--- src/isp_pkg.sv ---
// Constants and state encoding for the two-wire register slave port
package isp_pkg;
   localparam int BYTE_W = 8;
   localparam int CNT_W = 4;
   localparam logic [CNT_W-1:0] BITS_PER_BYTE = 4'h8;
   localparam logic [6:0] SLAVE_ADDR = 7'h58;
   localparam logic RW_READ = 1'b1;
   localparam int REG_COUNT = 16;
   localparam int REG_IDX_W = 4;
   localparam int FIFO_DEPTH = 8;
   localparam int FIFO_W = 2 * BYTE_W;
   localparam logic SDA_DRIVE_LVL = 1'b0;
   localparam logic [1:0] PIN_IDLE = 2'h3;
   localparam logic [BYTE_W-1:0] PTR_STEP = 8'h01;
   localparam int CLK_PERIOD_NS = 50;
   localparam int LINK_PERIOD_NS = 400;

   typedef enum logic [7:0] {
      ST_IDLE  = 8'h01,
      ST_ADDR  = 8'h02,
      ST_IDX   = 8'h04,
      ST_WDATA = 8'h08,
      ST_ACK   = 8'h10,
      ST_RDATA = 8'h20,
      ST_RACK  = 8'h40,
      ST_SKIP  = 8'h80
   } isp_state_t;
endpackage

--- src/isp_stream_if.sv ---
// Valid/ready word stream between the port's internal modules
`timescale 1ns/1ns
interface isp_stream_if #(parameter int W = 16);
   logic valid;
   logic ready;
   logic [W-1:0] data;
   modport src (output valid, output data, input ready);
   modport snk (input valid, input data, output ready);
endinterface

--- src/isp_top.sv ---
// Two-wire serial slave port giving a bus master access to the registers
`timescale 1ns/1ns
module isp_top (
   // Clock and reset
   input wire logic clock,
   input wire logic resetn,
   // Serial bus pins, open drain data
   input wire logic sclIn,
   input wire logic sdaIn,
   output logic sdaOut,
   output logic sdaOe,
   // Status
   output logic busActive
);
   localparam int BW = isp_pkg::BYTE_W;
   localparam int CW = isp_pkg::CNT_W;

   function automatic logic addrMatch(input logic [BW-1:0] b);
      return b[BW-1:1] == isp_pkg::SLAVE_ADDR;
   endfunction

   // Pin synchronisers and previous samples
   logic [1:0] pinIn, syncA_ff, syncB_ff, prev_ff;
   logic sclNow, sdaNow, sclPrev, sdaPrev;
   logic sclRise, sclFall, startDet, stopDet;

   // Protocol state
   isp_pkg::isp_state_t state_ff, nxt_state, after_ff, nxt_after;
   logic [BW-1:0] shift_ff, nxt_shift, ptr_ff, nxt_ptr;
   logic [CW-1:0] bitCnt_ff, nxt_bitCnt;
   logic sdaOe_ff, nxt_sdaOe, busActive_ff;

   // Byte decode
   logic [BW-1:0] rxByte, memData;
   logic rxShift, rxEnd, txEnd, memRdEn, pushReady, pushValid, inRx;

   isp_stream_if #(.W(isp_pkg::FIFO_W)) pushIf ();
   isp_stream_if #(.W(isp_pkg::FIFO_W)) drainIf ();

   assign pinIn = {sclIn, sdaIn};

   always_ff @(posedge clock) begin
      if (!resetn) begin
         syncA_ff <= isp_pkg::PIN_IDLE;
         syncB_ff <= isp_pkg::PIN_IDLE;
         prev_ff <= isp_pkg::PIN_IDLE;
      end else begin
         syncA_ff <= pinIn;
         syncB_ff <= syncA_ff;
         prev_ff <= syncB_ff;
      end
   end

   assign sclNow = syncB_ff[1];
   assign sdaNow = syncB_ff[0];
   assign sclPrev = prev_ff[1];
   assign sdaPrev = prev_ff[0];
   assign sclRise = sclNow && !sclPrev;
   assign sclFall = !sclNow && sclPrev;
   assign startDet = sclNow && sclPrev && sdaPrev && !sdaNow;
   assign stopDet = sclNow && sclPrev && !sdaPrev && sdaNow;

   assign rxByte = {shift_ff[BW-2:0], sdaNow};
   assign rxShift = sclRise && (bitCnt_ff != isp_pkg::BITS_PER_BYTE);
   assign rxEnd = sclFall && (bitCnt_ff == isp_pkg::BITS_PER_BYTE);
   assign txEnd = sclFall && (bitCnt_ff == isp_pkg::BITS_PER_BYTE);
   assign inRx = (state_ff == isp_pkg::ST_ADDR) || (state_ff == isp_pkg::ST_IDX) ||
      (state_ff == isp_pkg::ST_WDATA);

   // each data byte the buffer accepts is queued at the pointer
   assign pushValid = (state_ff == isp_pkg::ST_WDATA) && rxEnd;
   assign pushIf.valid = pushValid;
   assign pushIf.data = {ptr_ff, shift_ff};
   assign pushReady = pushIf.ready;

   // Read port busy in every acknowledge slot, the slave's and the master's, which covers the fetch of the next outgoing byte
   assign memRdEn = (state_ff == isp_pkg::ST_ACK) || (state_ff == isp_pkg::ST_RACK);

   isp_fifo #(.WIDTH(isp_pkg::FIFO_W), .DEPTH(isp_pkg::FIFO_DEPTH)) uFifo (
      .clock(clock),
      .resetn(resetn),
      .inPort(pushIf.snk),
      .outPort(drainIf.src)
   );

   isp_regmem uRegs (
      .clock(clock),
      .resetn(resetn),
      .wrPort(drainIf.snk),
      .rdEn(memRdEn),
      .rdIdx(ptr_ff),
      .rdData(memData)
   );

   always_comb begin
      nxt_state = state_ff;
      nxt_after = after_ff;
      nxt_shift = shift_ff;
      nxt_ptr = ptr_ff;
      nxt_bitCnt = bitCnt_ff;
      nxt_sdaOe = sdaOe_ff;
      if (stopDet) begin
         nxt_state = isp_pkg::ST_IDLE;
         nxt_sdaOe = 1'b0;
      end else if (startDet) begin
         nxt_state = isp_pkg::ST_ADDR;
         nxt_bitCnt = '0;
         nxt_sdaOe = 1'b0;
      end else begin
         case (state_ff)
            isp_pkg::ST_ADDR, isp_pkg::ST_IDX, isp_pkg::ST_WDATA: begin
               if (rxShift) begin
                  nxt_shift = rxByte;
                  nxt_bitCnt = bitCnt_ff + 1'b1;
               end
               if (rxEnd) begin
                  nxt_bitCnt = '0;
                  nxt_state = isp_pkg::ST_ACK;
                  nxt_sdaOe = 1'b1;
                  if (state_ff == isp_pkg::ST_ADDR) begin
                     // own address only, direction picks the phase
                     if (shift_ff[0] == isp_pkg::RW_READ) begin
                        nxt_after = isp_pkg::ST_RDATA;
                     end else begin
                        nxt_after = isp_pkg::ST_IDX;
                     end
                     if (!addrMatch(shift_ff)) begin
                        nxt_state = isp_pkg::ST_SKIP;
                        nxt_sdaOe = 1'b0;
                     end
                  end else if (state_ff == isp_pkg::ST_IDX) begin
                     nxt_ptr = shift_ff;
                     nxt_after = isp_pkg::ST_WDATA;
                  end else begin
                     nxt_after = isp_pkg::ST_WDATA;
                     if (pushReady) begin
                        nxt_ptr = ptr_ff + isp_pkg::PTR_STEP;
                     end else begin
                        // Buffer full: refuse the byte rather than lose it
                        nxt_state = isp_pkg::ST_SKIP;
                        nxt_sdaOe = 1'b0;
                     end
                  end
               end
            end
            isp_pkg::ST_ACK: begin
               // held low until the acknowledge clock falls
               if (sclFall) begin
                  nxt_state = after_ff;
                  nxt_sdaOe = 1'b0;
                  if (after_ff == isp_pkg::ST_RDATA) begin
                     // first bit of the selected register
                     nxt_shift = memData;
                     nxt_sdaOe = !memData[BW-1];
                     nxt_bitCnt = 4'h1;
                  end
               end
            end
            isp_pkg::ST_RDATA: begin
               if (txEnd) begin
                  nxt_sdaOe = 1'b0;
                  nxt_state = isp_pkg::ST_RACK;
                  nxt_ptr = ptr_ff + isp_pkg::PTR_STEP;
               end else if (sclFall) begin
                  // bits change only after the clock falls
                  nxt_shift = {shift_ff[BW-2:0], 1'b0};
                  nxt_sdaOe = !shift_ff[BW-2];
                  nxt_bitCnt = bitCnt_ff + 1'b1;
               end
            end
            isp_pkg::ST_RACK: begin
               if (sclRise) begin
                  // continue for as long as the master acknowledges
                  nxt_after = isp_pkg::ST_RDATA;
                  if (sdaNow) begin
                     nxt_state = isp_pkg::ST_SKIP;
                  end else begin
                     nxt_state = isp_pkg::ST_ACK;
                  end
               end
            end
            isp_pkg::ST_IDLE, isp_pkg::ST_SKIP: begin
               nxt_sdaOe = 1'b0;
            end
            default: begin
               nxt_state = isp_pkg::ST_IDLE;
               nxt_sdaOe = 1'b0;
            end
         endcase
      end
   end

   always_ff @(posedge clock) begin
      if (!resetn) begin
         state_ff <= isp_pkg::ST_IDLE;
         after_ff <= isp_pkg::ST_IDX;
         shift_ff <= '0;
         ptr_ff <= '0;
         bitCnt_ff <= '0;
         sdaOe_ff <= 1'b0;
         busActive_ff <= 1'b0;
      end else begin
         state_ff <= nxt_state;
         after_ff <= nxt_after;
         shift_ff <= nxt_shift;
         ptr_ff <= nxt_ptr;
         bitCnt_ff <= nxt_bitCnt;
         sdaOe_ff <= nxt_sdaOe;
         busActive_ff <= (nxt_state != isp_pkg::ST_IDLE);
      end
   end

   assign sdaOut = isp_pkg::SDA_DRIVE_LVL;
   assign sdaOe = sdaOe_ff;
   assign busActive = busActive_ff;
endmodule

--- src/isp_fifo.sv ---
// Parameterised first-in first-out buffer with valid/ready on both sides
`timescale 1ns/1ns
module isp_fifo #(
   parameter int WIDTH = 16,
   parameter int DEPTH = 8
) (
   // Clock and reset
   input wire logic clock,
   input wire logic resetn,
   // Stream ports
   isp_stream_if.snk inPort,
   isp_stream_if.src outPort
);
   localparam int AW = $clog2(DEPTH);
   logic [WIDTH-1:0] mem [DEPTH];
   logic [AW-1:0] wrPtr_ff, rdPtr_ff;
   logic [AW:0] count_ff;
   logic full, empty, doPush, doPop;

   assign full = (count_ff == (AW+1)'(DEPTH));
   assign empty = (count_ff == '0);
   assign inPort.ready = !full;
   assign outPort.valid = !empty;
   assign outPort.data = mem[rdPtr_ff];
   assign doPush = inPort.valid && !full;
   assign doPop = outPort.ready && !empty;

   always_ff @(posedge clock) begin
      if (doPush) begin
         mem[wrPtr_ff] <= inPort.data;
      end
   end

   always_ff @(posedge clock) begin
      if (!resetn) begin
         wrPtr_ff <= '0;
         rdPtr_ff <= '0;
         count_ff <= '0;
      end else begin
         wrPtr_ff <= doPush ? AW'((wrPtr_ff + 1'b1) % DEPTH) : wrPtr_ff;
         rdPtr_ff <= doPop ? AW'((rdPtr_ff + 1'b1) % DEPTH) : rdPtr_ff;
         count_ff <= count_ff + (AW+1)'(doPush) - (AW+1)'(doPop);
      end
   end
endmodule

--- src/isp_regmem.sv ---
// Register storage with a buffered write port and a registered read port
`timescale 1ns/1ns
module isp_regmem (
   // Clock and reset
   input wire logic clock,
   input wire logic resetn,
   // Buffered writes, word is index over data
   isp_stream_if.snk wrPort,
   // Read port
   input wire logic rdEn,
   input wire logic [isp_pkg::BYTE_W-1:0] rdIdx,
   output logic [isp_pkg::BYTE_W-1:0] rdData
);
   logic [isp_pkg::BYTE_W-1:0] regs [isp_pkg::REG_COUNT];
   logic [isp_pkg::BYTE_W-1:0] rdData_ff;
   logic [isp_pkg::REG_IDX_W-1:0] wrIdx, rdSel;
   logic doWrite;

   // Single port: a read in progress holds writes back in the buffer
   assign wrPort.ready = !rdEn;
   assign doWrite = wrPort.valid && !rdEn;
   assign wrIdx = wrPort.data[isp_pkg::BYTE_W +: isp_pkg::REG_IDX_W];
   // Indices above the array alias; only the low four bits pick a register
   assign rdSel = rdIdx[isp_pkg::REG_IDX_W-1:0];
   assign rdData = rdData_ff;

   always_ff @(posedge clock) begin
      if (doWrite) begin
         regs[wrIdx] <= wrPort.data[isp_pkg::BYTE_W-1:0];
      end
   end

   always_ff @(posedge clock) begin
      if (!resetn) begin
         rdData_ff <= '0;
      end else if (rdEn) begin
         rdData_ff <= regs[rdSel];
      end
   end
endmodule

--- config.mk ---
export PLATFORM = sky130hd
export DESIGN_NAME = isp_top
export DESIGN_NICKNAME = d
export VERILOG_FILES = /design/src/isp_pkg.sv /design/src/isp_stream_if.sv /design/src/isp_top.sv /design/src/isp_fifo.sv /design/src/isp_regmem.sv
export SDC_FILE = /design/constraint.sdc
export NUM_CORES = 1
export LEC_CHECK = 0
export ABC_AREA = 1
export ABC_CLOCK_PERIOD_IN_PS = 2950
export BUFFER_PORTS_ARGS = -buffer_cell sky130_fd_sc_hd__buf_2
export CAP_MARGIN = 25
export CORE_MARGIN = 2
export CORE_UTILIZATION = 60
export CTS_CLUSTER_DIAMETER = 80
export DETAILED_ROUTE_END_ITERATION = 16
export GPL_ROUTABILITY_DRIVEN = 0
export PLACE_DENSITY = 0.76
export SETUP_SLACK_MARGIN = 0.15
export SYNTH_ARGS = -nofsm -noshare
export SYNTH_HDL_FRONTEND = slang
export SYNTH_HIERARCHICAL = 1
export SYNTH_SLANG_ARGS = --single-unit
export TNS_END_PERCENT = 1
--- constraint.sdc ---
create_clock -name clock -period 2.95 [get_ports clock]
set_clock_uncertainty 0.1 [all_clocks]
set_input_delay 0.1475 -clock clock [delete_from_list [all_inputs] [get_ports clock]]
set_output_delay 0.1475 -clock clock [all_outputs]
set_load 0.02 [all_outputs]
==> flow_metrics.tcl, run 1 <==
set metrics [dict create \
    outcome "complete, no violations" \
    grt_pass1_wl_um 45720 \
    netlist_area_sq_mm 0.01271 \
    cts_max_level 1 \
    routedWlPerCell_um 17.02 \
    yosys_warnings 6 \
    critPathCapture "uFifo/count_ff[1]" \
    fin_crit_ns 2.636 \
    path_cells "inv_1 > ha_1 > nand3_1 > nor2_2 > inv_2 > nor2_1 > a21boi_4 > inv_1 > nand2_1 > nand2_1 > ha_1 > inv_1 > fa_1 > nor2_1" \
    cp_num_buf_inv 4 \
    hp-class "in2reg" \
    clk_pin_slew_worst_paths_ns 0.06 \
    crit_path_frequent_cell "inv_1" \
    drive_gt1_share_pct 10.11 \
    reg2reg_from "bitCnt_ff[0]" \
    cp.depth 14 \
    start_kind "flip-flop" \
    antenna_found_initial 0 \
    start_util_pct 60.86 \
    cp-startpoint "bitCnt_ff[0]" \
    grt_usage_pct 26.24 \
    relSlewSlack_pct 44.57 \
    fin_nets 1389 \
    critical_path_arrival_ns 2.99 \
    ios 7 \
    die_x_um 149.6 \
    reg2regPathDepth 14 \
    setup-tns-final_ns 0 \
    cts_tree "yes" \
    cts_setup_buffers 0 \
    setup_ws_ns 0.3143 \
    fmax_mhz 379.4 \
    core-area_sq_mm 0.02089 \
    vias 9187 \
    die_h_um 149.6 \
    diodes 0 \
    peakVddDrop_mv 0.6379 \
    routed_wirelength_um 28420 \
    drt_pass1_iterations 6 \
    worstPathRequired_ns 3.31 \
    fin_crit_sh_pct 89.35 \
    drc 0 \
    clock_latency_ns 0.54 \
    std_cell_rows 53 \
    die_area_sq_mm 0.02237 \
    cp-end-kind "flip-flop" \
    cts_made_buffers 28 \
    syn_avg_cell_area_sq_um 9.409 \
    synth_cells 1351 \
    clockRootBuffer "clkbuf_16" \
    cp_top_family "simple AND/OR/NAND/NOR gates" \
    tightest_slew_ns 0.8315 \
    path_class "reg2reg" \
    setup_viol 0 \
    powerDensity_mw_per_mm2 783.0 \
    place_hpwl_um 17520 \
    r2r-end "uFifo/count_ff[1]" \
    cp_slowest_cell "fa_1" \
    syn-num-nets 1366 \
    crit_path_max_incr_delay_ns 0.41 \
    leakage_nw 5.908 \
    drtAntennaViolNets 0 \
    avgViaCountPerCell 5.501 \
    clkSinkCount 280 \
    hold_viol 0 \
    drv_slew 0 \
    path_max_fanout 9 \
    grt_overflow 0 \
    clk_path_buf_depth 3 \
    grt_pass1_vias 8947 \
    rsz0062_at_grt "yes" \
    first_iter_violations 849 \
    post-place-ws_ns 0.1863 \
    port_buffers 5 \
    syn2layout_area_growth_pct 9.557 \
    drv_cap 0 \
    ff2ff_setup_slack_ns 0.31 \
    grt_max_degree 77 \
]
==> where the power goes <==
part / internal, W / switching, W / leakage, nW / total [W]
logic: 0.000620 / 0.00171 / 3.04 / 0.00233
clock network: 0.00203 / 0.00145 / 0.451 / 0.00348
registers: 0.00497 / 0.000119 / 2.42 / 0.00509
==> stage by stage <==
step / hold WS (ns) / total power (W) / instance area, sq um / utilization, % / std cells
floorplan: 0.1534 / 0.006723 / 12710 / - / 1351
global placement: 0.2343 / 0.007335 / 12970 / 62.11 / 1616
detailed placement: 0.2391 / 0.007426 / 12970 / 62.11 / 1616
CTS: 0.2251 / 0.01090 / 13910 / 66.59 / 1670
global route: 0.2510 / 0.01142 / 13930 / 66.67 / 1670
finish: 0.2329 / 0.01090 / 13930 / 66.67 / 1670
==> state kept, by name (all words and copies together), names as in the netlist, 3 cells and up, named ones only <==
signal	cells
after_ff	3
bitCnt_ff	4
ptr_ff	4
shift_ff	8
state_ff	8
uFifo/count_ff	4
uFifo/mem	96
uFifo/rdPtr_ff	3
uFifo/wrPtr_ff	3
uRegs/rdData	8
uRegs/regs	128
==> worst min path at each step <==
| stage | startpoint | endpoint | slack, ns | cells past startpoint |
|---|---|---|---|---|
| after detailed placement | sdaIn | syncA_ff[0] | 0.24 | 2 |
| after CTS | sclIn | syncA_ff[1] | 0.23 | 3 |
| final | sclIn | syncA_ff[1] | 0.23 | 3 |
| after global placement | sclIn | syncA_ff[1] | 0.23 | 2 |
| after floorplan | resetn | state_ff[0] | 0.15 | 1 |
| after global routing | sdaIn | syncA_ff[0] | 0.25 | 3 |
==> metal layers <==
layer,vias to the layer above,track usage [%],wire (um)
li1,4412,-,-
met1,4333,35.75,11710
met2,382,43.72,13870
met3,60,4.116,2199
met4,0,8.095,643
met5,-,0,0
==> layout by cell type, fill, tap and decap left out, drive strengths merged, types with 2 or more instances in the layout <==
cell type,n
bufinv,2
dlygate4sd3,3
clkbuf,35
o21ai,21
dfxtp,56
xor2,3
nor2,118
nor3,10
edfxtp,224
nand2,451
a21oi,12
a21boi,2
buf,46
a211oi,4
nand4,5
nand3b,10
nand3,181
inv,176
clkinv,14
ha,10
or2,5
==> what timing repair did <==
item                       CTS  global route
hold endpoints to repair    12             0
setup endpoints to repair    1             2
resized for setup            1             6
hold buffers                 3             0
==> tightest hold or removal path, stage by stage <==
cell           delay (ns)
dlygate4sd3_1        0.52
buf_2                0.09
or2_2                0.09
==> area by class of cell <==
class | count | area [sq um]
clock inverter | 16 | 126.4
fill | 1592 | 6962
inverter | 176 | 663.1
timing repair buffer | 49 | 362.8
tap | 275 | 344.1
clock buffer | 35 | 779.5
sequential | 280 | 7850
multi-input combinational | 839 | 3801
Note: power is estimated with default switching activity, not from simulation.
==> inputs of run 2 (changes only) <==
--- a/config.mk
+++ b/config.mk
@@ -14,6 +14,7 @@
 export CTS_CLUSTER_DIAMETER = 80
 export DETAILED_ROUTE_END_ITERATION = 16
 export GPL_ROUTABILITY_DRIVEN = 0
+export GPL_TIMING_DRIVEN = 0
 export PLACE_DENSITY = 0.76
 export SETUP_SLACK_MARGIN = 0.15
 export SYNTH_ARGS = -nofsm -noshare
==> run 2 against run 1 <==
Against the previous run:
- sequential power hardly changed
- core utilization grew 1.5 points
- total power up 1.9%
- sequential share of layout area down 1.2 points
- design area is 2.2% higher
- wire length fell by 2.5%
- worst setup slack got worse by 0.13 ns
- die area did not move
- largest power group unchanged
- highest routed layer unchanged
==> flow_metrics.tcl, run 2 (synthesis results as in run 1) <==
set metrics [dict create \
    mostFrequentLayoutCell "nand2_1" \
    start_kind "flip-flop" \
    die_area_sq_mm 0.02237 \
    avgViaCountPerCell 5.444 \
    ios 7 \
    drv_cap 0 \
    leakage_nw 6.012 \
    powerDensity_mw_per_mm2 780.6 \
    drtAntennaViolNets 0 \
    rsz0062_at_grt "yes" \
    start_util_pct 60.86 \
    drt_pass1_iterations 6 \
    critPathCapture "uFifo/mem[0][9]" \
    diodes 0 \
    port_buffers 5 \
    busiest_layer "met2" \
    largest_reg_flops 128 \
    drv_slew 0 \
    reg2regPathDepth 9 \
    cp-startpoint "bitCnt_ff[0]" \
    fin_nets 1415 \
    std_cell_rows 53 \
    worstPathRequired_ns 3.02 \
    reg2reg_from "bitCnt_ff[0]" \
    peakVddDrop_mv 0.5921 \
    crit_path_frequent_cell "nor2_2" \
    layout_common_cells "nand2_1, edfxtp_1, nand3_1" \
    path_max_fanout 12 \
    cts_tree "yes" \
    fin_crit_sh_pct 93.62 \
    clk_pin_slew_worst_paths_ns 0.06 \
    post-place-ws_ns -0.2666 \
    cts_made_buffers 28 \
    first_iter_violations 855 \
    hold_viol 0 \
    routedWlPerCell_um 16.33 \
    relSlewSlack_pct 33.07 \
    syn2layout_area_growth_pct 12.02 \
    outcome "complete, no violations" \
    tightest_slew_ns 1.000 \
    fin_crit_ns 2.762 \
    fmax_mhz 362.1 \
    r2r-end "uFifo/mem[0][9]" \
    top_regs "uRegs/regs (128), uFifo/mem (96)" \
    dp.cells 1639 \
    grt_overflow 0 \
    n_fill_cell 1538 \
    met3_usage_pct 3.598 \
    critical_path_arrival_ns 2.83 \
    routed_wirelength_um 27720 \
    place_hpwl_um 18800 \
    path_cells "inv_1 > ha_1 > nand3_1 > nor2_2 > inv_2 > nor2_4 > a21boi_4 > nand2_1 > nor2_2" \
    setup_viol 0 \
    cp-end-kind "flip-flop" \
    use_met1_pct 32.51 \
    grtUsageMet2_pct 42.61 \
    clkSinkCount 280 \
    grt_max_degree 17 \
    clock_latency_ns 0.55 \
    regMostFlops "uRegs/regs" \
    path_class "reg2reg" \
    fin_cells 1697 \
    ff2ff_setup_slack_ns 0.19 \
    clockRootBuffer "clkbuf_16" \
    fin_util_pct 68.17 \
    crit_path_max_incr_delay_ns 0.58 \
    cts_max_level 1 \
    clk_path_buf_depth 3 \
    cp_slowest_cell "nor2_2" \
    drive_gt1_share_pct 12.52 \
    grt_pass1_wl_um 43550 \
    die_h_um 149.6 \
    vias 9239 \
    hp-class "in2reg" \
    setup_ws_ns 0.1883 \
    antenna_found_initial 0 \
    grt_pass1_vias 8810 \
    core-area_sq_mm 0.02089 \
    die_x_um 149.6 \
    grt_usage_pct 25.05 \
    drc 0 \
]
[run 2: how the worst min path moves through the flow]
stage                       from  depth (start not counted)          end  slack [ns]
after floorplan           resetn                          1  state_ff[0]        0.15
after global placement     sclIn                          2  syncA_ff[1]        0.24
after detailed placement   sdaIn                          2  syncA_ff[0]        0.24
after CTS                  sdaIn                          3  syncA_ff[0]        0.22
after global routing       sdaIn                          3  syncA_ff[0]        0.24
final                      sdaIn                          3  syncA_ff[0]        0.23
[run 2: per-stage QoR]
| stage | total power [W] | hold slack (ns) | area, sq um | TNS (ns) |
|---|---|---|---|---|
| finish | 0.01112 | 0.2277 | 14240 | 0 |
| global route | 0.01159 | 0.2365 | 14240 | 0 |
| CTS | 0.01102 | 0.2206 | 14140 | 0 |
| detailed placement | 0.007477 | 0.2385 | 13140 | -14.27 |
| global placement | 0.007382 | 0.2357 | 13080 | -24.36 |
| floorplan | 0.006723 | 0.1534 | 12710 | 0 |
[run 2: repair_timing]
| item | 4_1_cts | 5_1_grt |
|---|---|---|
| buffers inserted | 0 | 1 |
| endpoints found under the hold margin | 5 | 0 |
| hold buffers | 3 | 0 |
| gates resized for setup | 17 | 18 |
| pin swaps | 0 | 2 |
| setup endpoints to repair | 176 | 169 |
[run 2: layout make-up]
type / instances / area, sq um / share of cell area [%]
plain buffers: 56 / 416.7 / 2.926
clock buffers: 33 / 719.4 / 5.052
clock inverters: 19 / 198.9 / 1.397
inverters: 176 / 663.1 / 4.657
multi-input cells: 839 / 3899 / 27.38
flip-flops and latches: 280 / 7850 / 55.13
well taps: 275 / 344.1 / 2.416
repair buffers: 19 / 148.9 / 1.046
[run 2: power breakdown]
part	leakage (nW)	internal, W	switching, W
registers	2.42	0.00497	0.000113
clock network	0.447	0.00209	0.00143
logic	3.15	0.000686	0.00182
total	6.01	0.00775	0.00337
[run 2: layer usage]
metal	part of all wire (%)	vias up
met3	7.5	78
met2	49	361
met1	41	4335
met5	0	-
li1	-	4465
met4	3.3	0
[run 2: critical path: cells and delay by family, from the launching register on]
| kind | cells | cell delay, ns |
|---|---|---|
| AOI/OAI and AO/OA | 1 | 0.27 |
| and+or+nand+nor | 5 | 1.28 |
| adders and majority gates | 1 | 0.15 |
| buffers and inverters | 2 | 0.22 |
| DFF | 1 | 0.34 |
